[src/inc/bco_pkg.sv]
package bco_pkg;

  // ---------------------------------------------------------------
  // Register map
  // ---------------------------------------------------------------
  localparam logic [7:0] ADDR_CH4_VOLTAGE_CODE = 8'h04;
  localparam logic [7:0] ADDR_RAMP_CONFIG = 8'h05;
  localparam logic [7:0] ADDR_OPTION_CONFIG = 8'h06;

  // ---------------------------------------------------------------
  // Field positions
  // ---------------------------------------------------------------
  localparam int CH4_CODE_LSB = 0;
  localparam int CH4_CODE_W = 5;
  localparam int CH4_RAMP_ENABLE_BIT = 6;
  localparam int CH4_RAMP_INTERVAL_LSB = 4;
  localparam int CH1_RAMP_ENABLE_BIT = 2;
  localparam int CH1_RAMP_INTERVAL_LSB = 0;
  localparam int POWER_SAVE_SELECT_LSB = 0;
  localparam int DISCHARGE_ENABLE_LSB = 4;

  // ---------------------------------------------------------------
  // Reset values
  // ---------------------------------------------------------------
  localparam logic [7:0] RST_REG = 8'h00;
  localparam logic [4:0] CH4_CODE_ADJUSTABLE = 5'h00;
  localparam logic [1:0] RST_RAMP_INTERVAL = 2'h0;

  // ---------------------------------------------------------------
  // Timing
  // ---------------------------------------------------------------
  localparam int CLK_PERIOD_PS = 8000;
  localparam int INTERVAL0_PS = 62500000;
  localparam int INTERVAL1_PS = 31200000;
  localparam int INTERVAL2_PS = 15600000;
  localparam int INTERVAL3_PS = 7800000;
  localparam int INTERVAL0_CYC = INTERVAL0_PS / CLK_PERIOD_PS;
  localparam int INTERVAL1_CYC = INTERVAL1_PS / CLK_PERIOD_PS;
  localparam int INTERVAL2_CYC = INTERVAL2_PS / CLK_PERIOD_PS;
  localparam int INTERVAL3_CYC = INTERVAL3_PS / CLK_PERIOD_PS;

  // Serial port device address; the value is arbitrary.
  localparam logic [6:0] DEV_ADDR = 7'h2A;

  // ---------------------------------------------------------------
  // Types
  // ---------------------------------------------------------------
  typedef enum logic [4:0] {
    SP_IDLE = 5'h01,
    SP_RECV = 5'h02,
    SP_ACK = 5'h04,
    SP_SEND = 5'h08,
    SP_MACK = 5'h10
  } bco_sp_state_t;

  typedef struct packed {
    logic [7:0] ch4_voltage_code;
    logic [7:0] ramp_config;
    logic [7:0] option_config;
  } bco_regs_t;

  typedef struct packed {
    logic loaded;
    bco_regs_t regs;
    logic scl_d;
    logic sda_d;
    bco_sp_state_t sp;
    logic [3:0] bit_cnt;
    logic [7:0] shift;
    logic [7:0] ptr;
    logic addr_phase;
    logic ptr_done;
    logic rd;
    logic sda_oe;
    logic [3:0] auto_power_save;
    logic ch4_adjustable;
  } bco_state_t;

endpackage

[src/rtl/bco_sync.sv]
`timescale 1ns/1ns
module bco_sync #(
  parameter int W = 1
) (
  input wire logic i_ref_clk,
  input wire logic i_rst_n,
  input wire logic [W-1:0] i_async,
  output logic [W-1:0] o_sync
);

  logic [W-1:0] meta;

  // The first stage feeds only the second stage.
  always_ff @(posedge i_ref_clk or negedge i_rst_n) begin
    if (!i_rst_n) begin
      meta <= '0;
      o_sync <= '0;
    end else begin
      meta <= i_async;
      o_sync <= meta;
    end
  end

endmodule

[src/rtl/bco_ramp_timer.sv]
`timescale 1ns/1ns
module bco_ramp_timer #(
  parameter int CYC0 = 7812,
  parameter int CYC1 = 3900,
  parameter int CYC2 = 1950,
  parameter int CYC3 = 975
) (
  input wire logic i_ref_clk,
  input wire logic i_rst_n,
  input wire logic i_enable,
  input wire logic [1:0] i_interval,
  output logic o_step
);

  localparam int CW = $clog2(CYC0 + 1);

  logic [CW-1:0] cnt;
  logic [CW-1:0] limit;

  if (CYC3 < 1 || CYC2 < CYC3 || CYC1 < CYC2 || CYC0 < CYC1) begin : g_chk
    $error("Ramp intervals must be at least one cycle and in falling order.");
  end

  always_comb begin
    unique case (i_interval)
      2'h0: limit = CW'(CYC0 - 1);
      2'h1: limit = CW'(CYC1 - 1);
      2'h2: limit = CW'(CYC2 - 1);
      2'h3: limit = CW'(CYC3 - 1);
    endcase
  end

  // A shortened interval takes effect at once, since the compare is >=.
  always_ff @(posedge i_ref_clk or negedge i_rst_n) begin
    if (!i_rst_n) begin
      cnt <= '0;
      o_step <= 1'b0;
    end else if (!i_enable) begin
      cnt <= '0;
      o_step <= 1'b0;
    end else if (cnt >= limit) begin
      cnt <= '0;
      o_step <= 1'b1;
    end else begin
      cnt <= cnt + CW'(1);
      o_step <= 1'b0;
    end
  end

endmodule

[src/rtl/bco_option_regs.sv]
`timescale 1ns/1ns
// What this block does
// - Decode channel-4 code, zero means adjustable
// - Channel-4 code resets from fuse
// - Bit 6 enables channel-4 ramping, resets off
// - Bits 5:4 pick channel-4 ramp step
// - Bit 2 enables channel-1 ramping, resets off
// - Bits 1:0 pick channel-1 ramp step
// - Mode pin low forces automatic power save
// - Select bits count when pin high or clocked
// - Option bits 3:0 pick forced or automatic
// - Option bits 7:4 enable output discharge
// - All discharge bits reset from one fuse
module bco_option_regs #(
  parameter logic [6:0] P_DEV_ADDR = bco_pkg::DEV_ADDR,
  parameter int P_INTERVAL0_CYC = bco_pkg::INTERVAL0_CYC,
  parameter int P_INTERVAL1_CYC = bco_pkg::INTERVAL1_CYC,
  parameter int P_INTERVAL2_CYC = bco_pkg::INTERVAL2_CYC,
  parameter int P_INTERVAL3_CYC = bco_pkg::INTERVAL3_CYC
) (
  input wire logic i_ref_clk,
  input wire logic i_rst_n,
  input wire logic i_scl,
  input wire logic i_sda,
  output logic o_sda_out,
  output logic o_sda_oe,
  input wire logic i_sync_mode,
  input wire logic i_sync_mode_is_clock,
  input wire logic [4:0] i_fuse_ch4_code,
  input wire logic i_fuse_discharge_enable,
  output logic [4:0] o_ch4_voltage_code,
  output logic o_ch4_adjustable,
  output logic o_ch1_ramp_enable,
  output logic o_ch4_ramp_enable,
  output logic o_ch1_ramp_step,
  output logic o_ch4_ramp_step,
  output logic [3:0] o_auto_power_save,
  output logic [3:0] o_discharge_enable
);

  // ---------------------------------------------------------------
  // Parameter checks
  // ---------------------------------------------------------------
  // Addresses 0000xxx and 1111xxx are set aside on the bus for special use.
  if (P_DEV_ADDR[6:3] == 4'h0 || P_DEV_ADDR[6:3] == 4'hF) begin : g_addr_chk
    $error("Device address must lie outside the reserved ranges.");
  end

  // An interval of one cycle would hold the step high instead of pulsing it.
  if (P_INTERVAL3_CYC < 2) begin : g_step_chk
    $error("The shortest ramp interval must be at least two cycles.");
  end

  // ---------------------------------------------------------------
  // Pin synchronisers
  // ---------------------------------------------------------------
  // The synchroniser clears to zero, so the pins pass it inverted: after reset the
  // lines then read at their idle high level and no false edge or start follows.
  logic [2:0] pins_n;
  logic scl;
  logic sda;
  logic mode_pin;

  bco_sync #(
    .W(3)
  ) u_sync (
    .i_ref_clk(i_ref_clk),
    .i_rst_n(i_rst_n),
    .i_async(~{i_sync_mode, i_sda, i_scl}),
    .o_sync(pins_n)
  );

  assign scl = !pins_n[0];
  assign sda = !pins_n[1];
  assign mode_pin = !pins_n[2];

  // ---------------------------------------------------------------
  // State
  // ---------------------------------------------------------------
  bco_pkg::bco_state_t st;
  bco_pkg::bco_state_t next_st;
  logic scl_rise;
  logic scl_fall;
  logic start_cond;
  logic stop_cond;
  logic [7:0] rx_byte;
  logic [7:0] rd_data;

  function automatic logic [7:0] read_reg(input bco_pkg::bco_regs_t r,
                                          input logic [7:0] a);
    unique case (a)
      bco_pkg::ADDR_CH4_VOLTAGE_CODE: read_reg = r.ch4_voltage_code;
      bco_pkg::ADDR_RAMP_CONFIG: read_reg = r.ramp_config;
      bco_pkg::ADDR_OPTION_CONFIG: read_reg = r.option_config;
      default: read_reg = 8'h00;
    endcase
  endfunction

  // ---------------------------------------------------------------
  // Line events and read data
  // ---------------------------------------------------------------
  assign scl_rise = scl && !st.scl_d;
  assign scl_fall = !scl && st.scl_d;
  assign start_cond = scl && st.scl_d && st.sda_d && !sda;
  assign stop_cond = scl && st.scl_d && !st.sda_d && sda;
  assign rx_byte = {st.shift[6:0], sda};
  assign rd_data = read_reg(st.regs, st.ptr);

  // ---------------------------------------------------------------
  // Next state
  // ---------------------------------------------------------------
  always_comb begin
    next_st = st;
    next_st.scl_d = scl;
    next_st.sda_d = sda;

    // Fuse settings are caught on the first edge after reset release.
    if (!st.loaded) begin
      next_st.loaded = 1'b1;
      next_st.regs.ch4_voltage_code = {3'h0, i_fuse_ch4_code};
      next_st.regs.option_config = {{4{i_fuse_discharge_enable}}, 4'h0};
    end

    // A start or stop on the lines ends whatever byte is in flight.
    if (start_cond) begin
      next_st.sp = bco_pkg::SP_RECV;
      next_st.bit_cnt = 4'h0;
      next_st.addr_phase = 1'b1;
      next_st.ptr_done = 1'b0;
      next_st.sda_oe = 1'b0;
    end else if (stop_cond) begin
      next_st.sp = bco_pkg::SP_IDLE;
      next_st.sda_oe = 1'b0;
    end else begin
      unique case (st.sp)
        bco_pkg::SP_IDLE: begin
          // Nothing is driven between frames.
          next_st.sda_oe = 1'b0;
        end
        bco_pkg::SP_RECV: begin
          if (scl_rise && st.bit_cnt != 4'h8) begin
            next_st.shift = rx_byte;
            next_st.bit_cnt = st.bit_cnt + 4'h1;
          end else if (scl_fall && st.bit_cnt == 4'h8) begin
            next_st.sp = bco_pkg::SP_ACK;
            next_st.sda_oe = 1'b1;
            if (st.addr_phase) begin
              next_st.rd = st.shift[0];
              // A foreign address leaves the line untouched until the next start.
              if (st.shift[7:1] != P_DEV_ADDR) begin
                next_st.sp = bco_pkg::SP_IDLE;
                next_st.sda_oe = 1'b0;
              end
            end else if (!st.ptr_done) begin
              // The pointer outlives the frame, so a read can follow a pointer write.
              next_st.ptr = st.shift;
              next_st.ptr_done = 1'b1;
            end else begin
              unique case (st.ptr)
                bco_pkg::ADDR_CH4_VOLTAGE_CODE: next_st.regs.ch4_voltage_code = st.shift;
                bco_pkg::ADDR_RAMP_CONFIG: next_st.regs.ramp_config = st.shift;
                bco_pkg::ADDR_OPTION_CONFIG: next_st.regs.option_config = st.shift;
                default: begin
                  // Pointers outside the map are acknowledged and dropped.
                end
              endcase
              next_st.ptr = st.ptr + 8'h01;
            end
          end
        end
        bco_pkg::SP_ACK: begin
          if (scl_fall) begin
            next_st.bit_cnt = 4'h0;
            next_st.addr_phase = 1'b0;
            if (st.rd) begin
              // The first bit goes out at this fall, well before the host's next rise.
              next_st.sp = bco_pkg::SP_SEND;
              next_st.shift = rd_data;
              next_st.sda_oe = !rd_data[7];
            end else begin
              next_st.sp = bco_pkg::SP_RECV;
              next_st.sda_oe = 1'b0;
            end
          end
        end
        bco_pkg::SP_SEND: begin
          if (scl_rise) begin
            next_st.bit_cnt = st.bit_cnt + 4'h1;
          end else if (scl_fall) begin
            if (st.bit_cnt == 4'h8) begin
              next_st.sp = bco_pkg::SP_MACK;
              next_st.sda_oe = 1'b0;
              next_st.ptr = st.ptr + 8'h01;
            end else begin
              // The next bit goes out while the clock is low.
              next_st.shift = {st.shift[6:0], 1'b0};
              next_st.sda_oe = !st.shift[6];
            end
          end
        end
        bco_pkg::SP_MACK: begin
          // A high acknowledge from the host ends the read burst.
          if (scl_rise && sda) begin
            next_st.sp = bco_pkg::SP_IDLE;
          end else if (scl_fall) begin
            next_st.sp = bco_pkg::SP_SEND;
            next_st.bit_cnt = 4'h0;
            next_st.shift = rd_data;
            next_st.sda_oe = !rd_data[7];
          end
        end
        default: begin
          next_st.sp = bco_pkg::SP_IDLE;
          next_st.sda_oe = 1'b0;
        end
      endcase
    end

    // The mode follows the pin three cycles late, through the synchroniser.
    // Pin low forces automatic, unless the pin is used as a clock
    if (!mode_pin && !i_sync_mode_is_clock) begin
      next_st.auto_power_save = 4'hF;
    end else begin
      next_st.auto_power_save =
        st.regs.option_config[bco_pkg::POWER_SAVE_SELECT_LSB +: 4];
    end
    next_st.ch4_adjustable =
      st.regs.ch4_voltage_code[bco_pkg::CH4_CODE_LSB +: bco_pkg::CH4_CODE_W]
      == bco_pkg::CH4_CODE_ADJUSTABLE;
  end

  // ---------------------------------------------------------------
  // State register
  // ---------------------------------------------------------------
  always_ff @(posedge i_ref_clk or negedge i_rst_n) begin
    if (!i_rst_n) begin
      st <= '0;
      st.sp <= bco_pkg::SP_IDLE;
      // Line history resets high, the idle level of both lines.
      st.scl_d <= 1'b1;
      st.sda_d <= 1'b1;
      st.regs <= '{bco_pkg::RST_REG, bco_pkg::RST_REG, bco_pkg::RST_REG};
      st.ch4_adjustable <= 1'b1;
    end else begin
      st <= next_st;
    end
  end

  // ---------------------------------------------------------------
  // Ramp step timers
  // ---------------------------------------------------------------
  // Both timers share one set of interval counts; only the field differs.
  // Channel-4 ramp
  bco_ramp_timer #(
    .CYC0(P_INTERVAL0_CYC),
    .CYC1(P_INTERVAL1_CYC),
    .CYC2(P_INTERVAL2_CYC),
    .CYC3(P_INTERVAL3_CYC)
  ) u_ch4_ramp (
    .i_ref_clk(i_ref_clk),
    .i_rst_n(i_rst_n),
    .i_enable(st.regs.ramp_config[bco_pkg::CH4_RAMP_ENABLE_BIT]),
    .i_interval(st.regs.ramp_config[bco_pkg::CH4_RAMP_INTERVAL_LSB +: 2]),
    .o_step(o_ch4_ramp_step)
  );

  bco_ramp_timer #(
    .CYC0(P_INTERVAL0_CYC),
    .CYC1(P_INTERVAL1_CYC),
    .CYC2(P_INTERVAL2_CYC),
    .CYC3(P_INTERVAL3_CYC)
  ) u_ch1_ramp (
    .i_ref_clk(i_ref_clk),
    .i_rst_n(i_rst_n),
    .i_enable(st.regs.ramp_config[bco_pkg::CH1_RAMP_ENABLE_BIT]),
    .i_interval(st.regs.ramp_config[bco_pkg::CH1_RAMP_INTERVAL_LSB +: 2]),
    .o_step(o_ch1_ramp_step)
  );

  // ---------------------------------------------------------------
  // Outputs
  // ---------------------------------------------------------------
  // The pin is open drain: only a low is ever driven.
  assign o_sda_out = 1'b0;
  assign o_sda_oe = st.sda_oe;
  assign o_ch4_voltage_code =
    st.regs.ch4_voltage_code[bco_pkg::CH4_CODE_LSB +: bco_pkg::CH4_CODE_W];
  // The adjustable flag is registered and so trails the code by one cycle.
  assign o_ch4_adjustable = st.ch4_adjustable;
  assign o_ch4_ramp_enable = st.regs.ramp_config[bco_pkg::CH4_RAMP_ENABLE_BIT];
  assign o_ch1_ramp_enable = st.regs.ramp_config[bco_pkg::CH1_RAMP_ENABLE_BIT];
  assign o_auto_power_save = st.auto_power_save;
  assign o_discharge_enable = st.regs.option_config[bco_pkg::DISCHARGE_ENABLE_LSB +: 4];

endmodule

[config.mk]
export PLATFORM = sky130hd
export DESIGN_NAME = bco_option_regs
export DESIGN_NICKNAME = d
export VERILOG_FILES = /design/src/inc/bco_pkg.sv /design/src/rtl/bco_sync.sv /design/src/rtl/bco_ramp_timer.sv /design/src/rtl/bco_option_regs.sv
export SDC_FILE = /design/constraint.sdc
export NUM_CORES = 1
export LEC_CHECK = 0
export BUFFER_PORTS_ARGS = -buffer_cell sky130_fd_sc_hd__buf_4
export CORE_ASPECT_RATIO = 1.25
export CORE_MARGIN = 4
export CORE_UTILIZATION = 50
export CTS_CLUSTER_SIZE = 8
export DETAILED_ROUTE_END_ITERATION = 10
export GPL_TIMING_DRIVEN = 0
export PLACE_DENSITY = 0.7
export SETUP_SLACK_MARGIN = 0.4
export SLEW_MARGIN = 20
export SYNTH_ARGS = -nofsm -noshare
export SYNTH_HDL_FRONTEND = slang
export SYNTH_SLANG_ARGS = --single-unit
[constraint.sdc]
create_clock -name i_ref_clk -period 5.8 [get_ports i_ref_clk]
set_clock_uncertainty 0.15 [all_clocks]
set_input_delay 0.58 -clock i_ref_clk [delete_from_list [all_inputs] [get_ports i_ref_clk]]
set_output_delay 0.58 -clock i_ref_clk [all_outputs]
set_load 0.02 [all_outputs]
# Word-level counts from Yosys, hierarchy flattened
# Index checks and enable logic that the tools add are counted.
# totals
out_inout_bits,20
in_bits,12
regBits,95
elab_cells,189
# classes
bitwise,5
n_mux,72
n_addsub,4
n_reduce_logical,37
n_lt_le_gt_ge,2
eq_ne,47
# op_table
op,count
two-way mux 24 bit,7
case mux 13 bit (4 select lines),2
two-way mux 8 bit,12
two-way mux 13 bit,4
case mux 12 bit (4 select lines),1
two-way mux 5 bit,8
"inequality test 4 bit, second input constant",9
two-way mux 17 bit,2
two-way mux 16 bit,2
"inequality test 2 bit, second input constant",14
"adder 13 x 1 -> 13 bit, second input constant",2
greater-or-equal comparator 13 bit,2
case mux 5 bit (5 select lines),1
"equality test 8 x 3 -> 1 bit, second input constant",3
two-way mux 12 bit,2
case mux 8 bit (3 select lines),1
two-way mux 23 bit,1
"inequality test 3 bit, second input constant",6
two-way mux 1 bit,17
case mux 8 bit (2 select lines),1
AND reduction 8 bit,2
AND reduction 7 bit,2
two-way mux 4 bit,3
logical AND 1 bit,11
other kinds (30),52

# Logic depth before layout (Yosys ltp)
# logic_depth
word_depth,9
depth_mapped,10
ltp_nobuf,9

# Hierarchy
# From an unflattened synthesis, not the netlist that was laid out.
# hier_totals
hier_cells,597
hier_area_um2,5655.4
# modules_own_cells
mod,n_inst,area_each_um2,cells_each,seq_area_each_um2
bco_option_regs,1,3479.6,385,1531.5
bco_ramp_timer at u_ch1_ramp,1,1057.3,106,350.3
bco_ramp_timer at u_ch4_ramp,1,968.4,100,350.3
bco_sync,1,150.1,6,150.1

# Worst setup path before layout
# No wires, ideal clock.
# synth_path
path_type,reg2reg
startpoint,register st[44] (netlist name)
endpoint,register u_ch1_ramp.cnt[10]
path_buffers,1
slack_ns,3.408
arrival_ns,2.110
t_required_ns,5.518
stages_incl_launch_ff,11
synth_period_minus_slack_ns,2.392
cell_sequence,dfrtp_1 -> ha_1 -> inv_1 -> ha_1 -> nand2b_1 -> a21o_1 -> a21oi_1 -> or3_1 -> a31oi_1 -> clkbuf_1 -> nor2_1
# synth_via
elab_chain_len,5
word_cells_on_any_way,8
cone_classes,order compare: 1; eq/ne: 3; mux: 3; reduce/logical: 1
# synth_lines
item,line,rtl
"start, declared",bco_option_regs.sv:80,bco_pkg::bco_state_t st;
"start signal, assigned",bco_option_regs.sv:245,st <= next_st;
equality test 2 bit (tied with other cells),bco_ramp_timer.sv:25,unique case (i_interval)
case mux 13 bit (4 select lines) *,bco_ramp_timer.sv:25,
greater-or-equal comparator 13 bit *,bco_ramp_timer.sv:41,end else if (cnt >= limit) begin
two-way mux 13 bit *,bco_ramp_timer.sv:41,
two-way mux 13 bit *,bco_ramp_timer.sv:38,end else if (!i_enable) begin
"end signal, assigned",bco_ramp_timer.sv:45,cnt <= cnt + CW'(1);
"end, declared",bco_ramp_timer.sv:17,logic [CW-1:0] cnt;
# Every way passes the cells marked *; elsewhere a longest branch is shown, timed or not. The select of a mux whose other input is x is not followed.
# A chain may end at the register's enable or synchronous reset.

# Final worst setup path
# layout_path
startpoint,register st[44] (netlist name)
endpoint,register u_ch1_ramp.cnt[11]
# Same word-level chain as after synthesis.

==> results.yml <==
drt:
  routed_wl_um: 12600
  wl_met2_um: 6450
  first_pass_iters: 5
  drt_iter0_drc: 291
  routed.top_layer: "met4"
  antenna_left: 0
  wl_per_cell_um: 16.4
  drc: 0
  m1WireLength_um: 5440
  drt-vias-per-instance: 5.76
  vias: 4412
  wl_met3_um: 490
cts:
  htree_levels: 3
  hold_buffers: 0
  clk_latency_ns: 0.34
  post_cts_resize_count: 0
  clockBufferDepth: 2
  path_clk_slew_ns: 0.06
  cts_sinks: 95
  numCtsBuffers: 9
  postCtsSetupBuffers: 0
  cts-root-buf: "clkbuf_16"
  tritoncts: "built"
setup_path:
  crit_family: "compound AO/OA/AOI/OAI gates"
  rrSetupSlack_ns: 2.89
  worstPathArrival_ns: 2.96
  cp_slowest_stage_delay_ns: 0.44
  path_cells: "ha_1 > inv_1 > ha_1 > nand2b_1 > a21o_1 > a21oi_1 > or3_1 > a31oi_1 > clkbuf_1 > nor2_1"
  cpMostUsedCell: "ha_1"
  crit_type: "register to register"
  slowest_stage: "a31oi_1"
  worstSetupStartpointType: "register"
  end_kind: "register"
  worstPathMaxFanout: 10
  required_ns: 5.86
  r2r-end: "u_ch1_ramp.cnt[11]$_DFF_PN0_"
  reg2regPathDepth: 10
  cp_num_buf_inv: 2
  r2r_start: "st[44]$_DFFE_PN0P_"
floorplan:
  num_rows: 42
  dieArea_um2: 12800
  start_util: 0.515
  core_um2: 10700
  pin_count: 32
  die_y_um: 126
  die_w_um: 102
timing:
  relSlewSlack: 0.417
  drv_slew: 0
  worst_pin_slew_ns: 0.874
  hold_viol_final: 0
  period_minus_slack_ns: 2.91
  rsz0062_at_grt: "false"
  setup-violations-final: 0
  setup_tns_ns: 0
  fmax_mhz: 344
  period_share: 0.501
place:
  numPortBuffers: 30
  hpwl_um: 9100
  place_inst: 751
  gp_congestion: 0.937
synth:
  synth_cells: 589
  synth_edf_count: 0
  synth-seq-area-share: 0.431
  ys_top_cells_by_count: "91 x dfrtp_1, 68 x nand2_1, 48 x o21ai_0, 42 x nor2_1, 40 x ha_1"
  synth-main-ff-cell: "dfrtp_1"
  synth.distinct_cells: 56
  async_reset_ff_frac: 1.00
  synth_largest_area_cell: "dfrtp_1"
  ys_ff_latch: 95
  synth_top_area_share: 0.412
  synth_warnings: 0
  syn_avg_cell_area_um2: 9.38
  syn_area_um2: 5520
  synth_most_common_cell: "dfrtp_1"
  synth_nets: 641
  synth_area_leaders: "dfrtp_1 41%, ha_1 9.1%, nand2_1 4.6%"
power_and_ir_drop:
  leakage_nw: 2.98
  ir_worst_vdd_uv: 188
  p_per_area_nw_per_um2: 231
global_route:
  grt_pass1_wl_um: 21800
  grt_start_max_net_pins: 96
  grt_usage: 0.210
  grt_pass1_vias: 4409
  antenna_found_initial: 0
  overflow: 0
final_layout:
  nNetsFinal: 682
  antenna_cells: 0
  final_layout_size_suffix_gt1_frac: 0.150
  fillers: 936
  stdcell_count: 766
  ff_latch_area_um2: 2380
  multi_input_area_um2: 2850
  area_growth_pct: 12.2
run_status:
  status: "completed"
worst_hold_path:
  hp-class: "primary input to async pin"
job:
  maxCapViolations: 0
[sequential cells by signal, summed over array words and instances (netlist names), 3 cells and up]
name / count
st: 37
u_ch1_ramp.cnt: 13
u_ch4_ramp.cnt: 13
rx_byte: 7
o_ch4_voltage_code: 5
o_auto_power_save: 4
o_discharge_enable: 4
u_sync.meta: 3
u_sync.o_sync: 3
[final cells by class]
cell class	count	share of cell area
inverters	27	0.0164
clock buffers	10	0.0370
multi-input cells	433	0.460
well taps	132	0.0267
repair buffers	30	0.0370
flip-flops and latches	95	0.384
plain buffers	34	0.0305
clock inverters	5	0.00808
[metal layers]
metal | global-route usage | vias to the layer above
li1 | - | 2132
met1 | 0.281 | 2159
met2 | 0.350 | 105
met3 | 0.0279 | 16
met4 | 0.0710 | 0
met5 | 0 | -
[kinds of logic (layout without fill, tap and decap cells)]
group / after synthesis / in the layout / synth area share
and+or+nand+nor: 222 / 222 / 0.202
AOI/OAI and AO/OA: 117 / 117 / 0.128
DFF: 95 / 95 / 0.431
buffers and inverters: 61 / 106 / 0.0526
adders and majority gates: 40 / 40 / 0.0906
muxes: 28 / 28 / 0.0557
xor gates and xnor gates: 24 / 24 / 0.0381
other: 2 / 2 / 0.00136
[report_power, final]
group,internal [W],switching (W),total [W]
Combinational,0.0000598,0.0000732,0.000133
Sequential,0.000688,0.0000362,0.000724
Clock,0.000329,0.000242,0.000571
Total,0.00108,0.000352,0.00143
[metrics by stage]
stage	area (um2)	setup slack, ns	util	total power (W)	hold WS (ns)
6_report	6200	2.89	0.578	0.00143	0.157
5_1_grt	6200	2.65	0.578	0.00149	0.212
4_1_cts	6200	2.89	0.578	0.00144	0.205
3_5_place_dp	5920	2.93	0.552	0.000869	0.191
3_3_place_gp	5910	2.97	0.552	0.000864	0.182
2_1_floorplan	5520	3.41	-	0.000808	0.134
[worst max-delay path by stage]
stage | start | to | slack (ns) | cells after the start
floorplan | st[44]$_DFFE_PN0P_ | u_ch1_ramp.cnt[10]$_DFF_PN0_ | 3.41 | 10
global placement | st[44]$_DFFE_PN0P_ | u_ch1_ramp.cnt[2]$_DFF_PN0_ | 2.97 | 10
global route | st[44]$_DFFE_PN0P_ | u_ch1_ramp.cnt[9]$_DFF_PN0_ | 2.65 | 10
finish | st[44]$_DFFE_PN0P_ | u_ch1_ramp.cnt[11]$_DFF_PN0_ | 2.89 | 10
detailed placement | st[44]$_DFFE_PN0P_ | u_ch1_ramp.cnt[7]$_DFF_PN0_ | 2.93 | 10
CTS | st[44]$_DFFE_PN0P_ | u_ch1_ramp.cnt[7]$_DFF_PN0_ | 2.89 | 10
[placed cells by master, fill, tap and decap left out, types with 19 or more instances in the layout]
cell     instances
o21ai_0         48
and3_1          19
dfrtp_1         91
a21oi_1         25
inv_1           27
nand2_1         68
buf_4           44
nor2_1          42
ha_1            40
mux2_2          21
nand3_1         27
Power figures use the tool's default switching activity.
